$ cat src/core/pebk_pkg.sv
// Constants, field layout and carrier types for the protection event bank.
// Assumes one 200 MHz clock and a serial front end that hands over
// decoded register reads and writes one byte at a time.
//
// Contract
// RULE1 - Event flags stay set until host writes one.
// RULE2 - Bit 4 self-test drives alarm line active.
// RULE3 - Bit 5 set on internal consistency failure.
// RULE4 - Host resets device on bit 5; persistent means fatal.
// RULE5 - Bit 3 set on every power-on reset.
// RULE6 - Reset loads defaults, copies OTP, raises power flag.
// RULE7 - Bit 2 set when received packet fails CRC.
// RULE8 - Bit 1 set when any cell undervoltage.
// RULE9 - Bit 0 set when any cell overvoltage.
// RULE10 - Overvoltage register bits 5..0 map cells 6..1.
// RULE11 - Undervoltage register bits 5..0 map cells 6..1.
// RULE12 - Parity register holds eight protected register results.
// RULE13 - Persistent condition sets flag again next evaluation.
// RULE14 - Alarm active while any flag or self-test set.
package pebk_pkg;

   // Register byte addresses as seen by the serial front end.
   localparam logic [7:0] ADDR_EVENT  = 8'h21; // Summary event flags.
   localparam logic [7:0] ADDR_OVER   = 8'h22; // Per-cell overvoltage.
   localparam logic [7:0] ADDR_UNDER  = 8'h23; // Per-cell undervoltage.
   localparam logic [7:0] ADDR_PARITY = 8'h24; // Parity of first eight.

   // Field positions in the summary event register.
   localparam int BIT_OVER   = 0; // Cell overvoltage summary.
   localparam int BIT_UNDER  = 1; // Cell undervoltage summary.
   localparam int BIT_CRC    = 2; // Packet CRC error.
   localparam int BIT_POR    = 3; // Power-on reset seen.
   localparam int BIT_FORCE  = 4; // Alarm self-test.
   localparam int BIT_IFAULT = 5; // Internal consistency failure.

   // Widths and counts.
   localparam int NUM_FLAGS = 6; // Summary bits 5..0.
   localparam int NUM_CELLS = 6; // Monitored cells.
   localparam int NUM_PROT  = 8; // Protected registers checked here.

   // Write-one-to-clear bits; the self-test bit is excluded.
   localparam logic [5:0] CLEAR_MASK = 6'h2F;

   // Reset values.
   localparam logic [7:0] RST_BYTE  = 8'h00; // Every register field.
   localparam logic [5:0] RST_FLAGS = 6'h00; // Sticky flag banks.

   // Evaluation period of the protection comparators.
   localparam int CLK_PERIOD_NS  = 5;
   localparam int EVAL_PERIOD_NS = 1000;
   localparam int EVAL_CYC =
      (EVAL_PERIOD_NS + CLK_PERIOD_NS - 1) / CLK_PERIOD_NS;

   // One register access from the serial front end.
   typedef struct packed {
      logic [7:0] addr;  // Register address.
      logic       wr;    // Write strobe, one cycle.
      logic       rd;    // Read strobe, one cycle.
      logic [7:0] wdata; // Write data.
   } pebk_req_type;

   // Power-on load sequencer, one-hot.
   typedef enum logic [2:0] {
      S_LOAD = 3'h1,
      S_WAIT = 3'h2,
      S_DONE = 3'h4
   } pebk_state_type;

endpackage

$ cat src/core/pebk_sync.sv
// Two-flop synchroniser for a bus of independent level signals.
// Assumes each bit is a slow level whose bits need no mutual coherence.
module pebk_sync
   import pebk_pkg::*;
#(
   parameter int W = 6 // Number of bits.
) (
   input  wire logic         clk,   // System clock.
   input  wire logic         rst_n, // Asynchronous reset, active low.
   input  wire logic [W-1:0] din,   // Asynchronous levels.
   output logic      [W-1:0] dout   // Synchronised levels.
);

   logic [W-1:0] meta_r; // First stage, read only by the second stage.

   // Two stages; the first settles before anything looks at it.
   always_ff @(posedge clk or negedge rst_n) begin
      if (!rst_n) begin
         meta_r <= '0;
         dout   <= '0;
      end else begin
         meta_r <= din;
         dout   <= meta_r;
      end
   end

endmodule // pebk_sync

$ cat src/core/pebk_sticky.sv
// Bank of sticky flags with write-one-to-clear and set priority.
// Assumes set and clear are single-cycle pulses on the same clock.
module pebk_sticky
   import pebk_pkg::*;
#(
   parameter int W = 6 // Number of flags.
) (
   input  wire logic         clk,   // System clock.
   input  wire logic         rst_n, // Asynchronous reset, active low.
   input  wire logic [W-1:0] set,   // Per-flag set pulses.
   input  wire logic [W-1:0] clr,   // Per-flag clear pulses.
   output logic      [W-1:0] q      // Flag state.
);

   // A set in the same cycle as a clear wins, so no event is lost.
   always_ff @(posedge clk or negedge rst_n) begin
      if (!rst_n) begin
         q <= '0;
      end else begin
         q <= (q & ~clr) | set; // RULE1
      end
   end

endmodule // pebk_sticky

$ cat src/core/pebk_top.sv
// Protection event register bank: summary flags, per-cell flags,
// parity results and the alarm line.
// Assumes a serial front end on the same clock, comparator levels
// from the analog side and a one-cycle-latency OTP read port.
module pebk_top
   import pebk_pkg::*;
#(
   parameter int EVAL_CYCLES = EVAL_CYC // Comparator evaluation period.
) (
   input  wire logic                 clk,        // 200 MHz clock.
   input  wire logic                 rst_n,      // Power-on reset, low.
   input  wire pebk_req_type         req,        // Register access.
   output logic [7:0]                rdData,     // Read data, registered.
   input  wire logic                 crcErr,     // Bad packet pulse.
   input  wire logic                 checkFail,  // Consistency fail pulse.
   input  wire logic [NUM_CELLS-1:0] cellOverIn, // Overvoltage levels.
   input  wire logic [NUM_CELLS-1:0] cellUnderIn,// Undervoltage levels.
   output logic                      otpRd,      // OTP read strobe.
   output logic [2:0]                otpAddr,    // OTP word index.
   input  wire logic [7:0]           otpData,    // OTP byte, next cycle.
   input  wire logic                 otpPar,     // Stored parity bit.
   output logic [NUM_PROT*8-1:0]     protCfg,    // Protected copy.
   output logic                      initDone,   // Load finished.
   output logic                      faultAlarm  // Alarm line, high.
);

   localparam int InitBound = 30;  // Cycles allowed for the OTP copy.

   logic [NUM_CELLS-1:0] overSync;  // Synchronised overvoltage.
   logic [NUM_CELLS-1:0] underSync; // Synchronised undervoltage.
   logic [7:0]  evalCnt_r;          // Evaluation divider.
   logic        evalTick_r;         // One-cycle evaluation enable.
   logic [NUM_FLAGS-1:0] evtSet;    // Summary set pulses.
   logic [NUM_FLAGS-1:0] evtClr;    // Summary clear pulses.
   logic [NUM_FLAGS-1:0] evtFlags;  // Summary flag state.
   logic [NUM_CELLS-1:0] overCells; // Per-cell overvoltage flags.
   logic [NUM_CELLS-1:0] underCells;// Per-cell undervoltage flags.
   logic        force_r;            // Self-test bit.
   logic        wrEvent;            // Write to the summary register.
   logic [7:0][7:0] cfg_r;          // Protected configuration copy.
   logic [NUM_PROT-1:0] parity_r;   // Parity mismatch per register.
   logic        otpVld_r;           // OTP data valid this cycle.
   logic        porPulse_r;         // One cycle after the copy ends.
   pebk_state_type state_r;         // Load sequencer state.

   // Comparator levels cross in from the analog side.
   pebk_sync #(.W(NUM_CELLS)) u_syncOver (
      .clk   (clk),
      .rst_n (rst_n),
      .din   (cellOverIn),
      .dout  (overSync)
   );

   pebk_sync #(.W(NUM_CELLS)) u_syncUnder (
      .clk   (clk),
      .rst_n (rst_n),
      .din   (cellUnderIn),
      .dout  (underSync)
   );

   // Divider that paces comparator evaluation.
   always_ff @(posedge clk or negedge rst_n) begin
      if (!rst_n) begin
         evalCnt_r  <= 8'h00;
         evalTick_r <= 1'b0;
      end else if (evalCnt_r == 8'(EVAL_CYCLES - 1)) begin
         evalCnt_r  <= 8'h00;
         evalTick_r <= 1'b1;
      end else begin
         evalCnt_r  <= evalCnt_r + 8'h01;
         evalTick_r <= 1'b0;
      end
   end

   // Decode of host writes to the summary register.
   assign wrEvent = req.wr && (req.addr == ADDR_EVENT);
   assign evtClr  = wrEvent ? (req.wdata[5:0] & CLEAR_MASK) : RST_FLAGS;

   // Event sources; a held condition sets again on each tick.
   always_comb begin
      evtSet             = RST_FLAGS;
      evtSet[BIT_OVER]   = evalTick_r && (|overSync);      // RULE9 RULE13
      evtSet[BIT_UNDER]  = evalTick_r && (|underSync);     // RULE8 RULE13
      evtSet[BIT_CRC]    = crcErr;                         // RULE7
      evtSet[BIT_POR]    = porPulse_r;                     // RULE5
      evtSet[BIT_IFAULT] = checkFail ||
                           (porPulse_r && (|parity_r));    // RULE3
   end

   // Summary flags, write-one-to-clear with set priority.
   pebk_sticky #(.W(NUM_FLAGS)) u_evt (
      .clk   (clk),
      .rst_n (rst_n),
      .set   (evtSet),
      .clr   (evtClr),
      .q     (evtFlags)
   );

   // Per-cell overvoltage flags, cleared with their summary bit.
   pebk_sticky #(.W(NUM_CELLS)) u_over (
      .clk   (clk),
      .rst_n (rst_n),
      .set   (evalTick_r ? overSync : RST_FLAGS),        // RULE10
      .clr   ({NUM_CELLS{evtClr[BIT_OVER]}}),
      .q     (overCells)
   );

   // Per-cell undervoltage flags, cleared with their summary bit.
   pebk_sticky #(.W(NUM_CELLS)) u_under (
      .clk   (clk),
      .rst_n (rst_n),
      .set   (evalTick_r ? underSync : RST_FLAGS),       // RULE11
      .clr   ({NUM_CELLS{evtClr[BIT_UNDER]}}),
      .q     (underCells)
   );

   // Self-test bit is plain read/write.
   always_ff @(posedge clk or negedge rst_n) begin
      if (!rst_n) begin
         force_r <= 1'b0;
      end else if (wrEvent) begin
         force_r <= req.wdata[BIT_FORCE]; // RULE2
      end
   end

   // Power-on sequencer copies eight OTP bytes, then raises the flag.
   always_ff @(posedge clk or negedge rst_n) begin
      if (!rst_n) begin
         state_r    <= S_LOAD;
         otpRd      <= 1'b0;
         otpAddr    <= 3'h0;
         otpVld_r   <= 1'b0;
         porPulse_r <= 1'b0;
         initDone   <= 1'b0;
         cfg_r      <= '0;
         parity_r   <= RST_BYTE;
      end else begin
         otpVld_r   <= otpRd;
         otpRd      <= 1'b0;
         porPulse_r <= 1'b0;
         case (state_r)
            // Issue a read of the current word.
            S_LOAD: begin
               otpRd   <= 1'b1;
               state_r <= S_WAIT;
            end
            // Capture the word and its parity check.
            S_WAIT: begin
               if (otpVld_r) begin
                  cfg_r[otpAddr]    <= otpData;           // RULE6
                  parity_r[otpAddr] <= (^otpData) ^ otpPar; // RULE12
                  if (otpAddr == 3'h7) begin
                     state_r    <= S_DONE;
                     porPulse_r <= 1'b1;                  // RULE6
                     initDone   <= 1'b1;
                  end else begin
                     otpAddr <= otpAddr + 3'h1;
                     state_r <= S_LOAD;
                  end
               end
            end
            // Copy complete; stay here until the next reset.
            S_DONE: begin
               state_r <= S_DONE;
            end
            default: begin
               state_r <= S_LOAD;
            end
         endcase
      end
   end

   assign protCfg = cfg_r;

   // Registered read port; unmapped addresses return zero.
   always_ff @(posedge clk or negedge rst_n) begin
      if (!rst_n) begin
         rdData <= RST_BYTE;
      end else if (req.rd) begin
         case (req.addr)
            ADDR_EVENT:  rdData <= {2'b00, evtFlags[5],
                                    force_r, evtFlags[3:0]};
            ADDR_OVER:   rdData <= {2'b00, overCells};   // RULE10
            ADDR_UNDER:  rdData <= {2'b00, underCells};  // RULE11
            ADDR_PARITY: rdData <= parity_r;             // RULE12
            default:     rdData <= RST_BYTE;
         endcase
      end
   end

   // Alarm follows any flag or the self-test bit.
   always_ff @(posedge clk or negedge rst_n) begin
      if (!rst_n) begin
         faultAlarm <= 1'b0;
      end else begin
         faultAlarm <= (|evtFlags) || force_r; // RULE14 RULE2
      end
   end

   // A clear with no set empties the flag.
   property p_w1c;
      @(posedge clk) disable iff (!rst_n)
      (wrEvent && req.wdata[BIT_CRC] && !crcErr) |=> !evtFlags[BIT_CRC];
   endproperty
   a_w1c: assert property (p_w1c) // RULE1
      else $error("CRC flag survived a clear.");

   // Writing the self-test bit reaches the alarm two cycles later.
   property p_force;
      @(posedge clk) disable iff (!rst_n)
      (wrEvent && req.wdata[BIT_FORCE]) |=> ##1 faultAlarm;
   endproperty
   a_force: assert property (p_force) // RULE2
      else $error("Self-test did not raise the alarm.");

   // A parity mismatch at end of load raises the internal fault.
   property p_ifault;
      @(posedge clk) disable iff (!rst_n)
      (porPulse_r && (|parity_r)) |=> evtFlags[BIT_IFAULT];
   endproperty
   a_ifault: assert property (p_ifault) // RULE3
      else $error("Internal fault not raised on parity mismatch.");

   // The power flag follows the end of the copy.
   property p_por;
      @(posedge clk) disable iff (!rst_n)
      $rose(initDone) |=> ##1 evtFlags[BIT_POR];
   endproperty
   a_por: assert property (p_por) // RULE5
      else $error("Power flag missing after load.");

   // The copy finishes in bounded time.
   property p_init;
      @(posedge clk) disable iff (!rst_n)
      !initDone |-> ##[0:InitBound] initDone;
   endproperty
   a_init: assert property (p_init) // RULE6
      else $error("OTP copy took too long.");

   // A CRC pulse sets its flag.
   property p_crc;
      @(posedge clk) disable iff (!rst_n)
      crcErr |=> evtFlags[BIT_CRC];
   endproperty
   a_crc: assert property (p_crc) // RULE7
      else $error("CRC flag not set.");

   // Undervoltage at a tick sets the summary and the cell bits.
   property p_under;
      @(posedge clk) disable iff (!rst_n)
      (evalTick_r && (|underSync)) |=> evtFlags[BIT_UNDER] &&
         ((underCells & $past(underSync)) == $past(underSync));
   endproperty
   a_under: assert property (p_under) // RULE8 RULE11
      else $error("Undervoltage not latched.");

   // Overvoltage at a tick sets the summary and the cell bits.
   property p_over;
      @(posedge clk) disable iff (!rst_n)
      (evalTick_r && (|overSync)) |=> evtFlags[BIT_OVER] &&
         ((overCells & $past(overSync)) == $past(overSync));
   endproperty
   a_over: assert property (p_over) // RULE9 RULE10
      else $error("Overvoltage not latched.");

   // Parity register reads back the stored results.
   property p_parRd;
      @(posedge clk) disable iff (!rst_n)
      (req.rd && req.addr == ADDR_PARITY) |=> rdData == $past(parity_r);
   endproperty
   a_parRd: assert property (p_parRd) // RULE12
      else $error("Parity readback wrong.");

   // A cleared overvoltage flag comes back at the next live tick.
   property p_persist;
      @(posedge clk) disable iff (!rst_n)
      (!evtFlags[BIT_OVER] && evalTick_r && (|overSync))
         |=> evtFlags[BIT_OVER];
   endproperty
   a_persist: assert property (p_persist) // RULE13
      else $error("Persistent overvoltage stayed cleared.");

   // Alarm tracks the flags one cycle later.
   property p_alarm;
      @(posedge clk) disable iff (!rst_n)
      ##1 faultAlarm == ((|$past(evtFlags)) || $past(force_r));
   endproperty
   a_alarm: assert property (p_alarm) // RULE14
      else $error("Alarm does not match flags.");

   c_load: cover property (@(posedge clk) disable iff (!rst_n)
      $rose(initDone));
   c_clear: cover property (@(posedge clk) disable iff (!rst_n)
      evtFlags[BIT_POR] ##1 !evtFlags[BIT_POR]);
   c_overRd: cover property (@(posedge clk) disable iff (!rst_n)
      req.rd && req.addr == ADDR_OVER && (|overCells));
   c_force: cover property (@(posedge clk) disable iff (!rst_n)
      force_r && !(|evtFlags));

endmodule // pebk_top

$ cat config.mk
export PLATFORM = sky130hd
export DESIGN_NAME = pebk_top
export DESIGN_NICKNAME = d
export VERILOG_FILES = /design/src/core/pebk_pkg.sv /design/src/core/pebk_sync.sv /design/src/core/pebk_sticky.sv /design/src/core/pebk_top.sv
export SDC_FILE = /design/constraint.sdc
export NUM_CORES = 1
export LEC_CHECK = 0
export BUFFER_PORTS_ARGS = -buffer_cell sky130_fd_sc_hd__buf_2
export CELL_PAD_IN_SITES_DETAIL_PLACEMENT = 1
export CELL_PAD_IN_SITES_GLOBAL_PLACEMENT = 1
export CORE_MARGIN = 8
export CORE_UTILIZATION = 40
export CTS_CLUSTER_DIAMETER = 200
export CTS_CLUSTER_SIZE = 14
export DETAILED_ROUTE_END_ITERATION = 16
export PLACE_DENSITY = 0.78
export SLEW_MARGIN = 40
export SYNTH_ARGS = -nofsm -noshare
export SYNTH_HDL_FRONTEND = slang
export SYNTH_SLANG_ARGS = --single-unit
$ cat constraint.sdc
create_clock -name clk -period 1.9 [get_ports clk]
set_clock_uncertainty 0.05 [all_clocks]
set_input_delay 0.19 -clock clk [delete_from_list [all_inputs] [get_ports clk]]
set_output_delay 0.19 -clock clk [all_outputs]
set_load 0.03 [all_outputs]
==> results.txt <==
- The flow ran to the end, and the final reports show no timing, DRC or antenna violations.
* CP top delay family: simple AND/OR/NAND/NOR gates
* Number of buffers added on ports: 118
- Global routing consumed, over all layers together, between 15 and 20% of the routing resources.
* Highest ir drop seen on vdd: 0.000598 V
- Number of cells traversed by the worst hold path: 3
- Count of different cell masters after synthesis: 44
- Measured against its own limit, the worst slew margin works out to 61.1%.
- Detailed-route DRC error count: 0
- In the final design database the tool counted 566 nets.
* Width of the die: 133 µm
* Area of the placeable core: 13700 µm²
- CTS tree: built
- Max Fclk: about 0.53 GHz
* Post-synthesis instance area: roughly 5500 µm²
* Worst-path fanout max: 9
- For this run, the detailed router's first-pass iteration total came to 4.
- Critical Path Stages: 4
* Initial DRC Count: 228
- Number of primary I/O pins: roughly 120
- Fin. Hold Viols: 0
* Final standard cell count with taps included and fillers excluded: 712
- Final Routed Wirelength: approximately 16 mm
- Placed cells: between 600 and 700
- The tool flagged a number of max-cap violations equal to 0.
* Area enclosed by the die boundary: approximately 18000 µm²
- Before CTS, the worst setup slack after placement is -0.0381 ns.
- The critical path contains buffers and inverters numbering 0 combined.
- Final worst setup slack: 0.00548 ns
- At the worst endpoint, the required time is roughly 2.2 ns.
- Crit end category: register
- PnR Total Power: 7.35 mW
- CTS saw 142 sinks.
- Synthesis handed over a netlist of around 360 instances.
* Clock latency of the later-clocked register in the worst-skew pair: 0.42 ns
- Biggest cell delay along the critical path: 0.53 ns
- Synthesis-to-layout area growth: 31.9%
- The via count of the first global-routing pass came to 4227.
- Crit share post-route: 99.7%
- With fillers left out, the area of the finished cells amounts to 7250 µm².
- Total of flip-flops plus latches after synthesis: around 140
- Global placement routability congestion: 0.746
- Buffer levels on the longest clock path: 2
- Wire length of the first global-routing pass: 24.9 mm
- Crit path kind: reg2reg
* PwrDens: 1010 nW/µm²
* Share of cells above drive strength 1: around half
- Critical path cell sequence: and4bb_2 -> and2_2 -> nand3b_2 -> mux2_2
* Worst R2R Path Depth: 4
- Nets in the synthesized netlist: 408
- The H-tree was split into 4 levels.
* Initial Utilization: ~40%
- Via count: 3746
- Final setup fails: 0
* Setup repair after global routing missed its margin: true
* Clock transition at path regs: 0.06 ns
* Post-Synthesis Mean Instance Area: 15.2 µm²
- Overall die height: between 100 and 150 µm
- Slowest cell on the critical path: sky130_fd_sc_hd__dfstp_2
- Routed wire per std cell: 22.0 µm
- Kind of start point of the critical path: register
- Cell area reported after detailed placement: 6440 µm²
- The worst hold path belongs to the class in2reg.
- The worst path needs approximately 1.9 ns of the cycle, external delays included.
- Detailed-placement wirelength estimate: 10.2 mm
- Entering global routing, the biggest net connects 50 pins.
- STA puts the critical path data arrival time at ~2.1 ns.
* Total gr overflow: 0
* Post-route ant nets: 0
- Cells fill 53.0% of the core in the end.
* Number of inserted diodes: 0
- The total count of max-transition violations in the final report was 0.
* Initial antenna violation count: 0
* Via density per instance: 5.26
- The cell sitting at the root of the clock tree is a sky130_fd_sc_hd__clkbuf_16.
* Fraction of the yosys area taken by sequential cells: 64.7%
- The Yosys step of the flow raised 0 warnings.
- TritonCTS created 17 clock buffers.
* Row count: 43
* Reported leakage power: roughly 3.3 nW
- Worst-margin pin slew: 0.581 ns
-- worst paths after layout --
kind                                       start  slack (ns)              endpoint
max in group asynchronous                  rst_n        0.90            state_r[0]
min in group asynchronous                  rst_n        0.20  u_syncOver.meta_r[5]
max reg2reg                           state_r[0]       0.005           protCfg[44]
min reg2reg                u_syncUnder.meta_r[5]        0.30   u_syncUnder.dout[5]
max                                   state_r[0]       0.005           protCfg[44]
min                                       req[5]        0.08            u_evt.q[5]
-- metal layers --
metal,vias up,track usage (%),wire length (µm)
li1,1621,-,-
met1,1982,20.7,6040
met2,108,30.6,8280
met3,35,5.50,814
met4,0,9.86,553
met5,-,0,0
-- cells in the mapped netlist (all sizes together) --
library cell,count,area share (%)
and3,3,0.34
nor3b,3,0.41
and2,2,0.23
xor2,7,1.1
nor2,11,0.80
nand3,6,0.64
a21o,2,0.27
or4b,1,0.25
nand3b,2,0.41
a22o,14,2.2
dfstp,1,0.48
mux2,81,17
nand4,1,0.11
a2111oi,1,0.50
nor3,3,0.68
or2,2,0.23
or3b,2,0.32
buf,12,1.0
nand2,11,0.93
and4bb,1,0.23
nand4b,1,0.16
dfrtp,141,64
nand2b,3,0.34
a22oi,6,0.82
nand4bb,1,0.20
o21ai,2,0.18
xnor3,1,0.41
clkbuf,4,0.27
a221o,7,1.3
clkinv,1,0.068
nor2b,8,0.91
xnor2,7,1.3
ha,3,0.68
o21bai,1,0.14
a21oi,2,0.18
nor4,6,0.68
a32o,2,0.36
-- worst reg2reg max path, stage by stage, from the launching register on --
cell and delay, ns:
sky130_fd_sc_hd__dfstp_2 0.53, sky130_fd_sc_hd__and4bb_2 0.28, sky130_fd_sc_hd__and2_2 0.25, sky130_fd_sc_hd__nand3b_2 0.28, sky130_fd_sc_hd__mux2_2 0.39
-- area by class of cell --
class | count | area [µm²]
inverter | 1 | 3.75
fill | 1403 | 6420
clock inverter | 5 | 77.6
sequential | 142 | 3550
multi-input combinational | 203 | 1890
clock buffer | 26 | 519
tap | 180 | 225
timing repair buffer | 155 | 977
-- repair_timing --
action,in CTS,in global routing
hold buffers,18,0
endpoints found under the setup margin,24,36
gates resized for setup,1,4
cloned,0,0
setup buffers,0,1
pin swaps,1,3
endpoints found under the hold margin,98,0
-- sequential cells by signal, indices dropped and copies added, names as in the netlist --
register	flops
evalCnt_r	8
evalTick_r	1
faultAlarm	1
force_r	1
initDone	1
otpAddr	3
otpRd	1
otpVld_r	1
parity_r	8
porPulse_r	1
protCfg	64
rdData	8
state_r	3
u_evt.q	5
u_over.q	6
u_syncOver.dout	6
u_syncOver.meta_r	6
u_syncUnder.dout	6
u_syncUnder.meta_r	6
u_under.q	6
-- kinds of logic after synthesis --
| group | share of synthesized area (%) |
|---|---|
| AO/OA/AOI/OAI | 5.97 |
| AND/OR/NAND/NOR | 7.88 |
| buffers and inverters | 1.39 |
| adder cells (fa/ha/maj) | 0.683 |
| multiplexers | 16.6 |
| XOR/XNOR | 2.78 |
| flip-flops | 64.7 |
-- per-stage QoR --
stage / setup TNS (ns) / hold WS [ns]
floorplan: 0 / -0.156
global placement: 0 / 0.0696
detailed placement: -0.193 / 0.0728
CTS: -0.394 / 0.0352
global route: -0.684 / 0.0676
finish: 0 / 0.0761
-- where the power goes --
part           total (mW)  switching, mW  internal (mW)
Clock                3.35           1.21           2.13
Combinational       0.668          0.397          0.271
Sequential           3.34          0.134           3.20
-- cells in the final DEF, fill, tap and decap left out, types with 3 or more instances in the layout --
master / instances
sky130_fd_sc_hd__buf_4: 13
sky130_fd_sc_hd__nor2_1: 10
sky130_fd_sc_hd__clkbuf_8: 6
sky130_fd_sc_hd__nand2_2: 4
sky130_fd_sc_hd__xnor2_1: 6
sky130_fd_sc_hd__buf_12: 4
sky130_fd_sc_hd__nand3_1: 5
sky130_fd_sc_hd__and3_1: 3
sky130_fd_sc_hd__dfrtp_1: 141
sky130_fd_sc_hd__a22oi_1: 6
sky130_fd_sc_hd__dlygate4sd3_1: 18
sky130_fd_sc_hd__a22o_1: 14
sky130_fd_sc_hd__clkbuf_16: 17
sky130_fd_sc_hd__mux2_2: 81
sky130_fd_sc_hd__nor4_1: 6
sky130_fd_sc_hd__nor2b_1: 8
sky130_fd_sc_hd__nand2_1: 7
sky130_fd_sc_hd__buf_2: 117
sky130_fd_sc_hd__xor2_1: 7
sky130_fd_sc_hd__buf_6: 3
sky130_fd_sc_hd__a221o_1: 7
sky130_fd_sc_hd__ha_1: 3
sky130_fd_sc_hd__clkbuf_1: 3
Power figures use the tool's default switching activity.
